==> config.mk <==
export PLATFORM = sky130hd
export DESIGN_NAME = uifc_top
export DESIGN_NICKNAME = d
export VERILOG_FILES = /design/src/uifc_pkg.sv /design/src/uifc_trig.sv /design/src/uifc_top.sv
export SDC_FILE = /design/constraint.sdc
export NUM_CORES = 1
export LEC_CHECK = 0
export ABC_AREA = 0
export BUFFER_PORTS_ARGS = -buffer_cell sky130_fd_sc_hd__buf_2
export CORE_ASPECT_RATIO = 1.75
export CORE_MARGIN = 2
export CORE_UTILIZATION = 54
export CTS_BUF_LIST = sky130_fd_sc_hd__clkbuf_4 sky130_fd_sc_hd__clkbuf_8
export CTS_CLUSTER_DIAMETER = 30
export DETAILED_ROUTE_END_ITERATION = 8
export GPL_TIMING_DRIVEN = 1
export PLACE_DENSITY = 0.82
export SLEW_MARGIN = 20
export SYNTH_ARGS = -nofsm -noshare
export SYNTH_HDL_FRONTEND = slang
export SYNTH_SLANG_ARGS = --single-unit
==> constraint.sdc <==
create_clock -name sys_clk -period 2.45 [get_ports sys_clk]
set_clock_uncertainty 0.15 [all_clocks]
set_input_delay 0 -clock sys_clk [delete_from_list [all_inputs] [get_ports sys_clk]]
set_output_delay 0 -clock sys_clk [all_outputs]
set_load 0.01 [all_outputs]
==> src/uifc_pkg.sv <==
/*
 * Constants for the interrupt, priority and queue control block of one
 * UART channel: register offsets, field positions, reset values,
 * source codes, trigger tables and time-out figures.
 * Assumes a 32-bit AXI4-Lite register bus with byte addresses.
 */
package uifc_pkg;
	// register byte offsets
	localparam int AW = 8;
	localparam logic [7:0] OFS_MASK = 8'h00;
	localparam logic [7:0] OFS_SOURCE = 8'h04;
	localparam logic [7:0] OFS_QCTRL = 8'h08;
	localparam logic [7:0] OFS_FEAT = 8'h0C;
	localparam logic [7:0] OFS_LINE = 8'h10;
	localparam logic [7:0] OFS_MODEM = 8'h14;
	localparam logic [7:0] OFS_TRIGP = 8'h18;
	// interrupt_mask fields
	localparam int MK_RX = 0;
	localparam int MK_TX = 1;
	localparam int MK_LSR = 2;
	localparam int MK_MSR = 3;
	localparam int MK_CHR = 5;
	localparam int MK_RTS = 6;
	localparam int MK_CTS = 7;
	// queue_control fields
	localparam int QC_EN = 0;
	localparam int QC_RXRST = 1;
	localparam int QC_TXRST = 2;
	localparam int QC_TXSEL = 4;
	localparam int QC_RXSEL = 6;
	// feature_control fields
	localparam int FT_DSRSEL = 1;
	localparam int FT_AUTORTS = 2;
	localparam int FT_AUTOCTS = 3;
	localparam int FT_ENH = 4;
	localparam int FT_485 = 5;
	localparam int FT_TAB = 6;
	// reset values
	localparam logic [7:0] MASK_RST = 8'h00;
	localparam logic [7:0] FEAT_RST = 8'h00;
	localparam logic [1:0] SEL_RST = 2'h0;
	localparam logic [15:0] TRIGP_RST = 16'h0101;
	// interrupt_source codes, bits 5:0
	localparam logic [5:0] SRC_LSR = 6'h06;
	localparam logic [5:0] SRC_RXD = 6'h04;
	localparam logic [5:0] SRC_TMO = 6'h0C;
	localparam logic [5:0] SRC_TXR = 6'h02;
	localparam logic [5:0] SRC_MSR = 6'h00;
	localparam logic [5:0] SRC_CHR = 6'h10;
	localparam logic [5:0] SRC_PIN = 6'h20;
	localparam logic [5:0] SRC_NONE = 6'h01;
	// receive time-out in character and bit times
	localparam int TMO_CHARS = 4;
	localparam int TMO_BITS = 12;
	// trigger tables, index is the two-bit selection
	localparam logic [3:0][8:0] RX_TAB_A = {9'h00E, 9'h008, 9'h004, 9'h001};
	localparam logic [3:0][8:0] TX_TAB_A = {9'h001, 9'h001, 9'h001, 9'h001};
	localparam logic [3:0][8:0] RX_TAB_B = {9'h01C, 9'h018, 9'h010, 9'h008};
	localparam logic [3:0][8:0] TX_TAB_B = {9'h01E, 9'h018, 9'h008, 9'h010};
	localparam logic [3:0][8:0] RX_TAB_C = {9'h03C, 9'h038, 9'h010, 9'h008};
	localparam logic [3:0][8:0] TX_TAB_C = {9'h038, 9'h020, 9'h010, 9'h008};
	// bus answers
	localparam logic [1:0] RESP_OKAY = 2'h0;
	localparam logic [1:0] RESP_SLVERR = 2'h2;
endpackage : uifc_pkg

==> src/uifc_trig.sv <==
/*
 * Trigger level lookup for receive and transmit queues.
 * Assumes selections come from registers on the same clock.
 */
`timescale 1ns/1ns
`default_nettype none
module uifc_trig (
	// selections
	input wire logic [1:0] table_sel,
	input wire logic [1:0] rx_sel,
	input wire logic [1:0] tx_sel,
	// programmable levels for the fourth table
	input wire logic [7:0] rx_prog,
	input wire logic [7:0] tx_prog,
	// levels
	output logic [8:0] rx_level,
	output logic [8:0] tx_level
);
	// one table field serves both directions
	always_comb begin
		case (table_sel)
			2'h0: begin
				rx_level = uifc_pkg::RX_TAB_A[rx_sel];
				tx_level = uifc_pkg::TX_TAB_A[tx_sel];
			end
			2'h1: begin
				rx_level = uifc_pkg::RX_TAB_B[rx_sel];
				tx_level = uifc_pkg::TX_TAB_B[tx_sel];
			end
			2'h2: begin
				rx_level = uifc_pkg::RX_TAB_C[rx_sel];
				tx_level = uifc_pkg::TX_TAB_C[tx_sel];
			end
			default: begin
				rx_level = {1'b0, rx_prog};
				tx_level = {1'b0, tx_prog};
			end
		endcase
	end
endmodule : uifc_trig
`default_nettype wire

==> src/uifc_top.sv <==
/*
 * Interrupt enable, prioritised interrupt source and queue control for
 * one UART channel, reached over AXI4-Lite.
 * Assumes the receive/transmit datapath, modem logic and global
 * interrupt word sit on sys_clk and hand over counts and pulses here.
 */
// Summary of operation
// line error character raises line status interrupt
// errored character reaching head raises it again
// bits 4:1 head only, bit 7 any
// rx, tx, line enables reset to zero
// no queues: empty holding raises transmit ready
// queues: below trigger and empty both raise
// queues, half-duplex: empty also waits for shifter
// receive data on holding full or trigger
// source read returns highest pending source
// time-out after four chars plus twelve bits
// rising flow input pin raises change interrupt
// rising flow output pin raises change interrupt
// wake-up raises, global word read clears
// line, receive, transmit clear conditions
// modem read clears modem/pin; source read characters
// six-bit priority source codes
// bits 7:6 show queue enable
// bit 0 low while pending, resets high
// receive selection defaults zero, level one
// one trigger table for both directions
// transmit selection needs enhanced functions
// queue reset bits pulse once, self clear
// software sets enable with other bits
// any modem delta raises modem interrupt
// interrupt request follows any pending source
`timescale 1ns/1ns
`default_nettype none
module uifc_top #(
	parameter int CW = 9
) (
	// clock and reset
	input wire logic sys_clk,
	input wire logic rstn,
	// axi4-lite write
	input wire logic [uifc_pkg::AW-1:0] s_awaddr,
	input wire logic s_awvalid,
	output logic s_awready,
	input wire logic [31:0] s_wdata,
	input wire logic [3:0] s_wstrb,
	input wire logic s_wvalid,
	output logic s_wready,
	output logic [1:0] s_bresp,
	output logic s_bvalid,
	input wire logic s_bready,
	// axi4-lite read
	input wire logic [uifc_pkg::AW-1:0] s_araddr,
	input wire logic s_arvalid,
	output logic s_arready,
	output logic [31:0] s_rdata,
	output logic [1:0] s_rresp,
	output logic s_rvalid,
	input wire logic s_rready,
	// receive side
	input wire logic [CW-1:0] rx_count,
	input wire logic rx_char_done,
	input wire logic rx_char_err,
	input wire logic rx_head_adv,
	input wire logic [3:0] rx_head_err,
	input wire logic rx_any_err,
	input wire logic receive_holding_rd,
	input wire logic bit_tick,
	input wire logic [3:0] char_bits,
	// transmit side
	input wire logic [CW-1:0] tx_count,
	input wire logic transmit_shifter_empty,
	input wire logic transmit_holding_wr,
	// modem and flow
	input wire logic [7:0] modem_condition,
	input wire logic flow_char_det,
	input wire logic cts_n_pin,
	input wire logic dsr_n_pin,
	input wire logic rts_n_out,
	input wire logic dtr_n_out,
	// global
	input wire logic wake_up,
	input wire logic global_interrupt_word_rd,
	// outputs
	output logic irq,
	output logic fifo_en,
	output logic rx_fifo_rst,
	output logic tx_fifo_rst,
	output logic [8:0] rx_level,
	output logic [8:0] tx_level,
	output logic modem_rd
);
	logic awready_q, wready_q, bvalid_q, arready_q, rvalid_q;
	logic [1:0] bresp_q, rresp_q;
	logic [31:0] rdata_q, wdata_q, rd_word;
	logic [3:0] wstrb_q;
	logic [uifc_pkg::AW-1:0] awaddr_q;
	logic wr_go, rd_hs, rd_ok;
	logic [7:0] mask_q, feat_q;
	logic [15:0] trigp_q;
	logic fifo_en_q, rx_rst_q, tx_rst_q, modem_rd_q, irq_q;
	logic [1:0] rx_sel_q, tx_sel_q, tx_sel_eff;
	logic [8:0] rx_lvl_d, tx_lvl_d, rx_level_q, tx_level_q;
	logic lsr_q, tmo_q, txr_q, chr_q, pin_q, wake_q;
	logic rd_src, rd_line, rd_modem;
	logic p_lsr, p_rxd, p_tmo, p_txr, p_msr, p_chr, p_pin, p_wake, p_any;
	logic [5:0] code;
	logic [7:0] src_word, line_word;
	logic cts_s1_q, cts_s2_q, dsr_s1_q, dsr_s2_q, flin_q, flout_q;
	logic flin, flout, pin_set;
	logic tx_below, tx_below_q, tx_empty, tx_empty_q, txr_set;
	logic [6:0] tmo_cnt_q, tmo_lim;
	logic tmo_run, tmo_set;

	assign s_awready = awready_q;
	assign s_wready = wready_q;
	assign s_bvalid = bvalid_q;
	assign s_bresp = bresp_q;
	assign s_arready = arready_q;
	assign s_rvalid = rvalid_q;
	assign s_rdata = rdata_q;
	assign s_rresp = rresp_q;
	assign irq = irq_q;
	assign fifo_en = fifo_en_q;
	assign rx_fifo_rst = rx_rst_q;
	assign tx_fifo_rst = tx_rst_q;
	assign rx_level = rx_level_q;
	assign tx_level = tx_level_q;
	assign modem_rd = modem_rd_q;

	// write channel: address and data taken in either order
	assign wr_go = !awready_q && !wready_q && !bvalid_q;
	always_ff @(posedge sys_clk) begin
		if (!rstn) begin
			awready_q <= 1'b1;
			wready_q <= 1'b1;
			bvalid_q <= 1'b0;
			bresp_q <= uifc_pkg::RESP_OKAY;
			awaddr_q <= '0;
			wdata_q <= '0;
			wstrb_q <= '0;
		end else begin
			if (s_awvalid && awready_q) begin
				awaddr_q <= s_awaddr;
				awready_q <= 1'b0;
			end
			if (s_wvalid && wready_q) begin
				wdata_q <= s_wdata;
				wstrb_q <= s_wstrb;
				wready_q <= 1'b0;
			end
			if (wr_go) begin
				bvalid_q <= 1'b1;
				case (awaddr_q)
					uifc_pkg::OFS_MASK, uifc_pkg::OFS_QCTRL,
					uifc_pkg::OFS_FEAT, uifc_pkg::OFS_TRIGP: bresp_q <= uifc_pkg::RESP_OKAY;
					default: bresp_q <= uifc_pkg::RESP_SLVERR;
				endcase
			end
			if (bvalid_q && s_bready) begin
				bvalid_q <= 1'b0;
				awready_q <= 1'b1;
				wready_q <= 1'b1;
			end
		end
	end

	// register writes
	always_ff @(posedge sys_clk) begin
		if (!rstn) begin
			mask_q <= uifc_pkg::MASK_RST;
			feat_q <= uifc_pkg::FEAT_RST;
			trigp_q <= uifc_pkg::TRIGP_RST;
		end else if (wr_go) begin
			if (awaddr_q == uifc_pkg::OFS_MASK && wstrb_q[0])
				mask_q <= wdata_q[7:0];
			if (awaddr_q == uifc_pkg::OFS_FEAT && wstrb_q[0])
				feat_q <= wdata_q[7:0];
			if (awaddr_q == uifc_pkg::OFS_TRIGP && wstrb_q[0])
				trigp_q[7:0] <= wdata_q[7:0];
			if (awaddr_q == uifc_pkg::OFS_TRIGP && wstrb_q[1])
				trigp_q[15:8] <= wdata_q[15:8];
		end
	end

	// queue control: selections only move while the enable bit is written one
	always_ff @(posedge sys_clk) begin
		if (!rstn) begin
			fifo_en_q <= 1'b0;
			rx_sel_q <= uifc_pkg::SEL_RST;
			tx_sel_q <= uifc_pkg::SEL_RST;
			rx_rst_q <= 1'b0;
			tx_rst_q <= 1'b0;
		end else begin
			rx_rst_q <= 1'b0;
			tx_rst_q <= 1'b0;
			if (wr_go && awaddr_q == uifc_pkg::OFS_QCTRL && wstrb_q[0]) begin
				fifo_en_q <= wdata_q[uifc_pkg::QC_EN];
				if (wdata_q[uifc_pkg::QC_EN]) begin
					rx_sel_q <= wdata_q[uifc_pkg::QC_RXSEL +: 2];
					tx_sel_q <= wdata_q[uifc_pkg::QC_TXSEL +: 2];
					rx_rst_q <= wdata_q[uifc_pkg::QC_RXRST];
					tx_rst_q <= wdata_q[uifc_pkg::QC_TXRST];
				end
			end
		end
	end

	// trigger levels
	assign tx_sel_eff = feat_q[uifc_pkg::FT_ENH] ? tx_sel_q : 2'h0;
	uifc_trig u_trig (
		.table_sel(feat_q[uifc_pkg::FT_TAB +: 2]),
		.rx_sel(rx_sel_q),
		.tx_sel(tx_sel_eff),
		.rx_prog(trigp_q[7:0]),
		.tx_prog(trigp_q[15:8]),
		.rx_level(rx_lvl_d),
		.tx_level(tx_lvl_d)
	);
	always_ff @(posedge sys_clk) begin
		if (!rstn) begin
			rx_level_q <= uifc_pkg::RX_TAB_A[0];
			tx_level_q <= uifc_pkg::TX_TAB_A[0];
		end else begin
			rx_level_q <= rx_lvl_d;
			tx_level_q <= tx_lvl_d;
		end
	end

	// read side effects happen at the address handshake
	assign rd_hs = s_arvalid && arready_q;
	assign rd_src = rd_hs && s_araddr == uifc_pkg::OFS_SOURCE;
	assign rd_line = rd_hs && s_araddr == uifc_pkg::OFS_LINE;
	assign rd_modem = rd_hs && s_araddr == uifc_pkg::OFS_MODEM;

	// line word: head errors only in 4:1, any error in 7
	assign line_word = {rx_any_err, tx_count == '0 && transmit_shifter_empty,
		tx_count == '0, rx_head_err, rx_count != '0};

	always_comb begin
		rd_ok = 1'b1;
		rd_word = '0;
		case (s_araddr)
			uifc_pkg::OFS_MASK: rd_word[7:0] = mask_q;
			uifc_pkg::OFS_SOURCE: rd_word[7:0] = src_word;
			uifc_pkg::OFS_QCTRL: rd_word = '0;
			uifc_pkg::OFS_FEAT: rd_word[7:0] = feat_q;
			uifc_pkg::OFS_LINE: rd_word[7:0] = line_word;
			uifc_pkg::OFS_MODEM: rd_word[7:0] = modem_condition;
			uifc_pkg::OFS_TRIGP: rd_word[15:0] = trigp_q;
			default: rd_ok = 1'b0;
		endcase
	end

	always_ff @(posedge sys_clk) begin
		if (!rstn) begin
			arready_q <= 1'b1;
			rvalid_q <= 1'b0;
			rdata_q <= '0;
			rresp_q <= uifc_pkg::RESP_OKAY;
			modem_rd_q <= 1'b0;
		end else begin
			modem_rd_q <= rd_modem;
			if (rd_hs) begin
				arready_q <= 1'b0;
				rvalid_q <= 1'b1;
				rdata_q <= rd_word;
				rresp_q <= rd_ok ? uifc_pkg::RESP_OKAY : uifc_pkg::RESP_SLVERR;
			end else if (rvalid_q && s_rready) begin
				rvalid_q <= 1'b0;
				arready_q <= 1'b1;
			end
		end
	end

	// flow input pins come from outside: two stages first
	always_ff @(posedge sys_clk) begin
		if (!rstn) begin
			// idle high, so release of reset gives no false rise
			cts_s1_q <= 1'b1;
			cts_s2_q <= 1'b1;
			dsr_s1_q <= 1'b1;
			dsr_s2_q <= 1'b1;
			flin_q <= 1'b1;
			flout_q <= 1'b1;
		end else begin
			cts_s1_q <= cts_n_pin;
			cts_s2_q <= cts_s1_q;
			dsr_s1_q <= dsr_n_pin;
			dsr_s2_q <= dsr_s1_q;
			flin_q <= flin;
			flout_q <= flout;
		end
	end
	assign flin = feat_q[uifc_pkg::FT_DSRSEL] ? dsr_s2_q : cts_s2_q;
	assign flout = feat_q[uifc_pkg::FT_DSRSEL] ? dtr_n_out : rts_n_out;
	assign pin_set = (feat_q[uifc_pkg::FT_AUTOCTS] && flin && !flin_q)
		|| (feat_q[uifc_pkg::FT_AUTORTS] && flout && !flout_q);

	// transmit ready events
	assign tx_below = tx_count < tx_level_q;
	assign tx_empty = tx_count == '0
		&& (!fifo_en_q || !feat_q[uifc_pkg::FT_485] || transmit_shifter_empty);
	assign txr_set = (tx_empty && !tx_empty_q)
		|| (fifo_en_q && tx_below && !tx_below_q);
	always_ff @(posedge sys_clk) begin
		if (!rstn) begin
			tx_below_q <= 1'b1;
			tx_empty_q <= 1'b1;
		end else begin
			tx_below_q <= tx_below;
			tx_empty_q <= tx_empty;
		end
	end

	// time-out counts bit times while data sits unread
	assign tmo_lim = 7'(uifc_pkg::TMO_CHARS * char_bits) + 7'(uifc_pkg::TMO_BITS);
	assign tmo_run = fifo_en_q && rx_count != '0 && !rx_char_done && !receive_holding_rd;
	assign tmo_set = tmo_run && bit_tick && tmo_cnt_q + 7'h01 == tmo_lim;
	always_ff @(posedge sys_clk) begin
		if (!rstn)
			tmo_cnt_q <= '0;
		else if (!tmo_run)
			tmo_cnt_q <= '0;
		else if (bit_tick && tmo_cnt_q != tmo_lim)
			tmo_cnt_q <= tmo_cnt_q + 7'h01;
	end

	// sticky sources: a set in the clearing cycle wins
	always_ff @(posedge sys_clk) begin
		if (!rstn) begin
			lsr_q <= 1'b0;
			tmo_q <= 1'b0;
			txr_q <= 1'b0;
			chr_q <= 1'b0;
			pin_q <= 1'b0;
			wake_q <= 1'b0;
		end else begin
			if ((rx_char_done && rx_char_err)
				|| (rx_head_adv && |rx_head_err))
				lsr_q <= 1'b1;
			else if (rd_line)
				lsr_q <= 1'b0;
			if (tmo_set)
				tmo_q <= 1'b1;
			else if (receive_holding_rd)
				tmo_q <= 1'b0;
			if (txr_set)
				txr_q <= 1'b1;
			else if (rd_src || transmit_holding_wr)
				txr_q <= 1'b0;
			if (flow_char_det)
				chr_q <= 1'b1;
			else if (rd_src)
				chr_q <= 1'b0;
			if (pin_set)
				pin_q <= 1'b1;
			else if (rd_modem)
				pin_q <= 1'b0;
			if (wake_up)
				wake_q <= 1'b1;
			else if (global_interrupt_word_rd)
				wake_q <= 1'b0;
		end
	end

	// pending, gated by enables except wake-up
	assign p_lsr = lsr_q && mask_q[uifc_pkg::MK_LSR];
	assign p_rxd = mask_q[uifc_pkg::MK_RX] && (fifo_en_q ? rx_count >= rx_level_q
		: rx_count != '0);
	assign p_tmo = tmo_q && mask_q[uifc_pkg::MK_RX];
	assign p_txr = txr_q && mask_q[uifc_pkg::MK_TX];
	assign p_msr = |modem_condition[3:0] && mask_q[uifc_pkg::MK_MSR];
	assign p_chr = chr_q && mask_q[uifc_pkg::MK_CHR] && feat_q[uifc_pkg::FT_ENH];
	assign p_pin = pin_q && feat_q[uifc_pkg::FT_ENH]
		&& (mask_q[uifc_pkg::MK_RTS] || mask_q[uifc_pkg::MK_CTS]);
	assign p_wake = wake_q;
	assign p_any = p_lsr || p_rxd || p_tmo || p_txr || p_msr || p_chr || p_pin || p_wake;

	// lower sources wait behind the reported one
	always_comb begin
		if (p_lsr) code = uifc_pkg::SRC_LSR;
		else if (p_rxd) code = uifc_pkg::SRC_RXD;
		else if (p_tmo) code = uifc_pkg::SRC_TMO;
		else if (p_txr) code = uifc_pkg::SRC_TXR;
		else if (p_msr) code = uifc_pkg::SRC_MSR;
		else if (p_chr) code = uifc_pkg::SRC_CHR;
		else if (p_pin) code = uifc_pkg::SRC_PIN;
		else if (p_wake) code = uifc_pkg::SRC_MSR;
		else code = uifc_pkg::SRC_NONE;
	end
	assign src_word = {fifo_en_q, fifo_en_q, code};

	always_ff @(posedge sys_clk) begin
		if (!rstn)
			irq_q <= 1'b0;
		else
			irq_q <= p_any;
	end

	// checks
	a_rx_rst_pulse: assert property (@(posedge sys_clk) disable iff (!rstn)
		rx_rst_q |=> !rx_rst_q)
		else $error("rx queue reset held longer than one cycle");
	a_tx_rst_cause: assert property (@(posedge sys_clk) disable iff (!rstn)
		tx_rst_q |-> $past(wr_go) && $past(wdata_q[0]))
		else $error("tx queue reset without enabled write");
	a_irq_follow: assert property (@(posedge sys_clk) disable iff (!rstn)
		irq_q == $past(code != uifc_pkg::SRC_NONE))
		else $error("interrupt request does not match source code");
	a_none_code: assert property (@(posedge sys_clk) disable iff (!rstn)
		!p_any |-> code == uifc_pkg::SRC_NONE)
		else $error("none code wrong while idle");
	a_lsr_top: assert property (@(posedge sys_clk) disable iff (!rstn)
		p_lsr |-> code == uifc_pkg::SRC_LSR)
		else $error("line status not top priority");
	a_fifo_bits: assert property (@(posedge sys_clk) disable iff (!rstn)
		rd_src |=> s_rdata[7:6] == {2{$past(fifo_en_q)}})
		else $error("queue enable bits wrong in source read");
	a_lsr_set: assert property (@(posedge sys_clk) disable iff (!rstn)
		rx_char_done && rx_char_err |=> lsr_q)
		else $error("line error did not latch");
	a_tx_clear: assert property (@(posedge sys_clk) disable iff (!rstn)
		transmit_holding_wr && !txr_set |=> !txr_q)
		else $error("transmit ready not cleared by write");
	a_mask_reset: assert property (@(posedge sys_clk)
		rstn && !$past(rstn) |-> mask_q == 8'h00 && irq_q == 1'b0)
		else $error("mask not zero after reset");
	a_txsel_plain: assert property (@(posedge sys_clk) disable iff (!rstn)
		!feat_q[uifc_pkg::FT_ENH] |-> tx_sel_eff == 2'h0)
		else $error("transmit selection active without enhanced functions");
	a_tmo_raise: assert property (@(posedge sys_clk) disable iff (!rstn)
		tmo_set ##1 !receive_holding_rd |=> tmo_q)
		else $error("time-out lost");
	a_wake_hold: assert property (@(posedge sys_clk) disable iff (!rstn)
		wake_up |=> wake_q ##1 irq_q)
		else $error("wake-up did not raise interrupt");
	c_lsr_then_txr: cover property (@(posedge sys_clk) disable iff (!rstn)
		p_lsr && p_txr ##[1:20] code == uifc_pkg::SRC_TXR);
	c_timeout: cover property (@(posedge sys_clk) disable iff (!rstn) tmo_set);
	c_pin_change: cover property (@(posedge sys_clk) disable iff (!rstn) pin_set);
	c_rx_reset: cover property (@(posedge sys_clk) disable iff (!rstn) rx_rst_q);
endmodule : uifc_top
`default_nettype wire

==> out/results.txt <==
# IOs -> 172
Sw Pwr -> 1130 uW
Die H -> 146 um
Critical Path Source Type -> primary input
area grow syn2layout -> 31.7%
Post-synth EDFFs -> 0
final net count -> 1070
R2R depth -> 7
first-pass GRT wire length -> 27900 um
WP data required -> 2660 ps
utilization after layout -> 0.731
Max-cap violations -> 0
Hold Path Depth -> 4
DRC viols -> 0
TritonCTS clock tree -> yes
crit path kind -> in -> reg
Syn Inst Count -> 730
DP Wirelength -> 12100 um
DRT Wirelength -> 17800 um
status -> finished, violations left
Hold Crit Class -> in -> reg
Non-Filler Instances -> 1085
ys async rst share -> 0
total global-route track usage -> 0.281
Starting Density -> 0.555
Crit. End Element -> flop
Hold Slack -> 28.0 ps
LEAKAGE -> 0.00363 uW
Num CTS Buffers -> 17
clock share of power -> 0.406
number of port buffers -> 133
post-synth cell types -> 66
Initial DRT Pass Iterations -> 5
Internal -> 3300 uW
Die ar. -> 12400 sq um
ant diodes -> 0
post-route ant nets -> 0
Total Power -> 4430 uW
Sequential Power Share -> 0.484
Worst-Skew Late Latency -> 430 ps
Tightest Pin Transition -> 682 ps
Core Box Area -> 11200 sq um
Worst EP arrival -> 2690 ps
Max Buffers Root-to-Sink -> 2
violated checks -> negative setup slack
H-Tree Level Count -> 4
commonest non-fill, non-tap cell in the layout -> buf_2
layout cell share with drive strength beyond 1 -> 0.205
PnR worst setup slack -> -30.0 ps
most frequent cells in the layout -> buf_2, dfxtp_1, nand2_1, dlygate4sd3_1, a21oi_1
Max VDD drop -> 0.000469 V
gpl congestion -> 0.879
CTS sink count -> 127
vias in the first global route -> 6054
Final Slew Violations -> 0
Max-slew headroom -> 0.545
synthesized area per cell -> 8.49 sq um
Site Rows -> 51
Synth Flop Type -> dfxtp_1
Final Cycle Share -> 1.01
crit-path max FO -> 3
pin count of the biggest net entering global routing -> 82
First DRT Iteration DRCs -> 431
Root Driver -> clkbuf_8
pwr dens -> 543 nW/um^2
clk slew on worst S/H paths -> 70 ps
Yosys warning count -> 0
Final Hold Viols -> 0
fmax -> 0.403 GHz
Combinational Power Share -> 0.110
post-synthesis sequential area ratio -> 0.410
Setup Viol. Count Final -> 1
synthesis-stage register bit count -> 127
placed cell count -> 965
Switching Share -> 0.255
Die W -> 85.0 um
Routed WL per cell -> 16.4 um
pre-CTS setup slack -> 305 ps
vias -> 6228
gr ovfl total -> 0
min cycle time layout -> 2480 ps
initial antenna violation count -> 0
Mapped Area -> 6200 sq um
Vias/cell -> 5.74
routing by layer:
metal	global-route usage	routed length [um]	vias up
met5	0	0	-
met4	0.163	986	0
met3	0.0590	1010	81
met2	0.522	9500	277
met1	0.279	6300	2919
li1	-	-	2951
worst max-delay path, stage by stage:
cell and delay (ps):
dlygate4sd3_1 530, buf_2 130, nor2_1 90, dlygate4sd3_1 580, nand3_2 130, nor4_2 380, nand2_1 120, dlygate4sd3_1 590
a21oi_1 160
kinds of logic after synthesis:
logic type / after synthesis / synth area share
muxes: 44 / 0.0716
buffers and inverters: 94 / 0.0718
adders and majority gates: 22 / 0.0444
and+or+nand+nor: 260 / 0.209
xor gates and xnor gates: 12 / 0.0170
DFF: 127 / 0.410
AOI/OAI and AO/OA: 170 / 0.175
other: 1 / 0.000605
power by group through the flow:
stage          Combinational, uW  Sequential [uW]  Clock, uW
4_1_cts                      473             2140       1810
3_5_place_dp                 369             2190          0
5_1_grt                      528             2150       1910
6_report                     485             2150       1800
3_3_place_gp                 362             2190          0
2_1_floorplan                247             2180          0
layout make-up:
class / count / area [sq um]
clock buffer: 19 / 262
tap: 132 / 165
inverter: 36 / 135
clock inverter: 13 / 139
sequential: 127 / 2540
multi-input combinational: 528 / 3300
timing repair buffer: 230 / 1620
fill: 809 / 3000
registers in the layout, indices dropped and copies added (netlist names), 2 cells and up:
register,cells
awaddr_q,8
tx_level,8
tx_sel_q,2
trigp_q,16
s_rdata,16
rx_sel_q,2
wstrb_q,2
tmo_cnt_q,7
mask_q,8
feat_q,8
wdata_q,16
rx_level,8
timing repair:
| action | in CTS | in global routing |
|---|---|---|
| setup buffers | 0 | 2 |
| endpoints found under the hold margin | 97 | 0 |
| hold buffers | 86 | 0 |
| resized for setup | 0 | 3 |
| setup endpoints to repair | 0 | 2 |
worst paths after layout:
kind	from	to	slack [ps]
max	tx_count[7]	s_rdata[6]	-30
min	s_awvalid	awaddr_q[5]	30
min reg2reg	dsr_s1_q	dsr_s2_q	270
max reg2reg	rx_level[7]	s_rdata[1]	90
through the flow:
| stage | setup TNS, ps | instance area (sq um) |
|---|---|---|
| final | -30.0 | 8160 |
| after global routing | -70.7 | 8160 |
| after CTS | 0 | 8130 |
| after detailed placement | 0 | 6870 |
| after global placement | 0 | 6870 |
| after floorplan | 0 | 6270 |
cell usage after synthesis, types with 3 or more instances:
master     instances  share of area
a211oi_1           4         0.0048
a21o_1             4         0.0048
a21oi_1           64          0.052
a221o_1            4         0.0065
a221oi_1           4         0.0057
a22oi_1           11          0.013
a31oi_1            7         0.0071
and2_1            12          0.012
and3_1            16          0.016
buf_1              3         0.0018
buf_2              5         0.0040
buf_4             21          0.025
clkbuf_1          28          0.017
dfxtp_1          127           0.41
ha_1              22          0.044
inv_1             35          0.021
mux2_2             3         0.0054
mux2i_1           41          0.066
nand2_1           88          0.053
nand2b_1          10          0.010
nand3_1           17          0.014
nand3b_1           5         0.0061
nand4_1            3         0.0030
nand4_2            3         0.0061
nor2_1            63          0.038
nor2b_1            6         0.0061
nor3_1             6         0.0048
nor3b_1            7         0.0085
nor4_1             4         0.0040
o2111ai_1          3         0.0042
o211ai_1           5         0.0061
o21ai_0           34          0.027
o31ai_1            3         0.0036
o41ai_1            3         0.0042
or3_1              6         0.0061
or4_1              4         0.0048
xnor2_1            6         0.0085
xor2_1             6         0.0085
(Power assumes the default switching activity.)
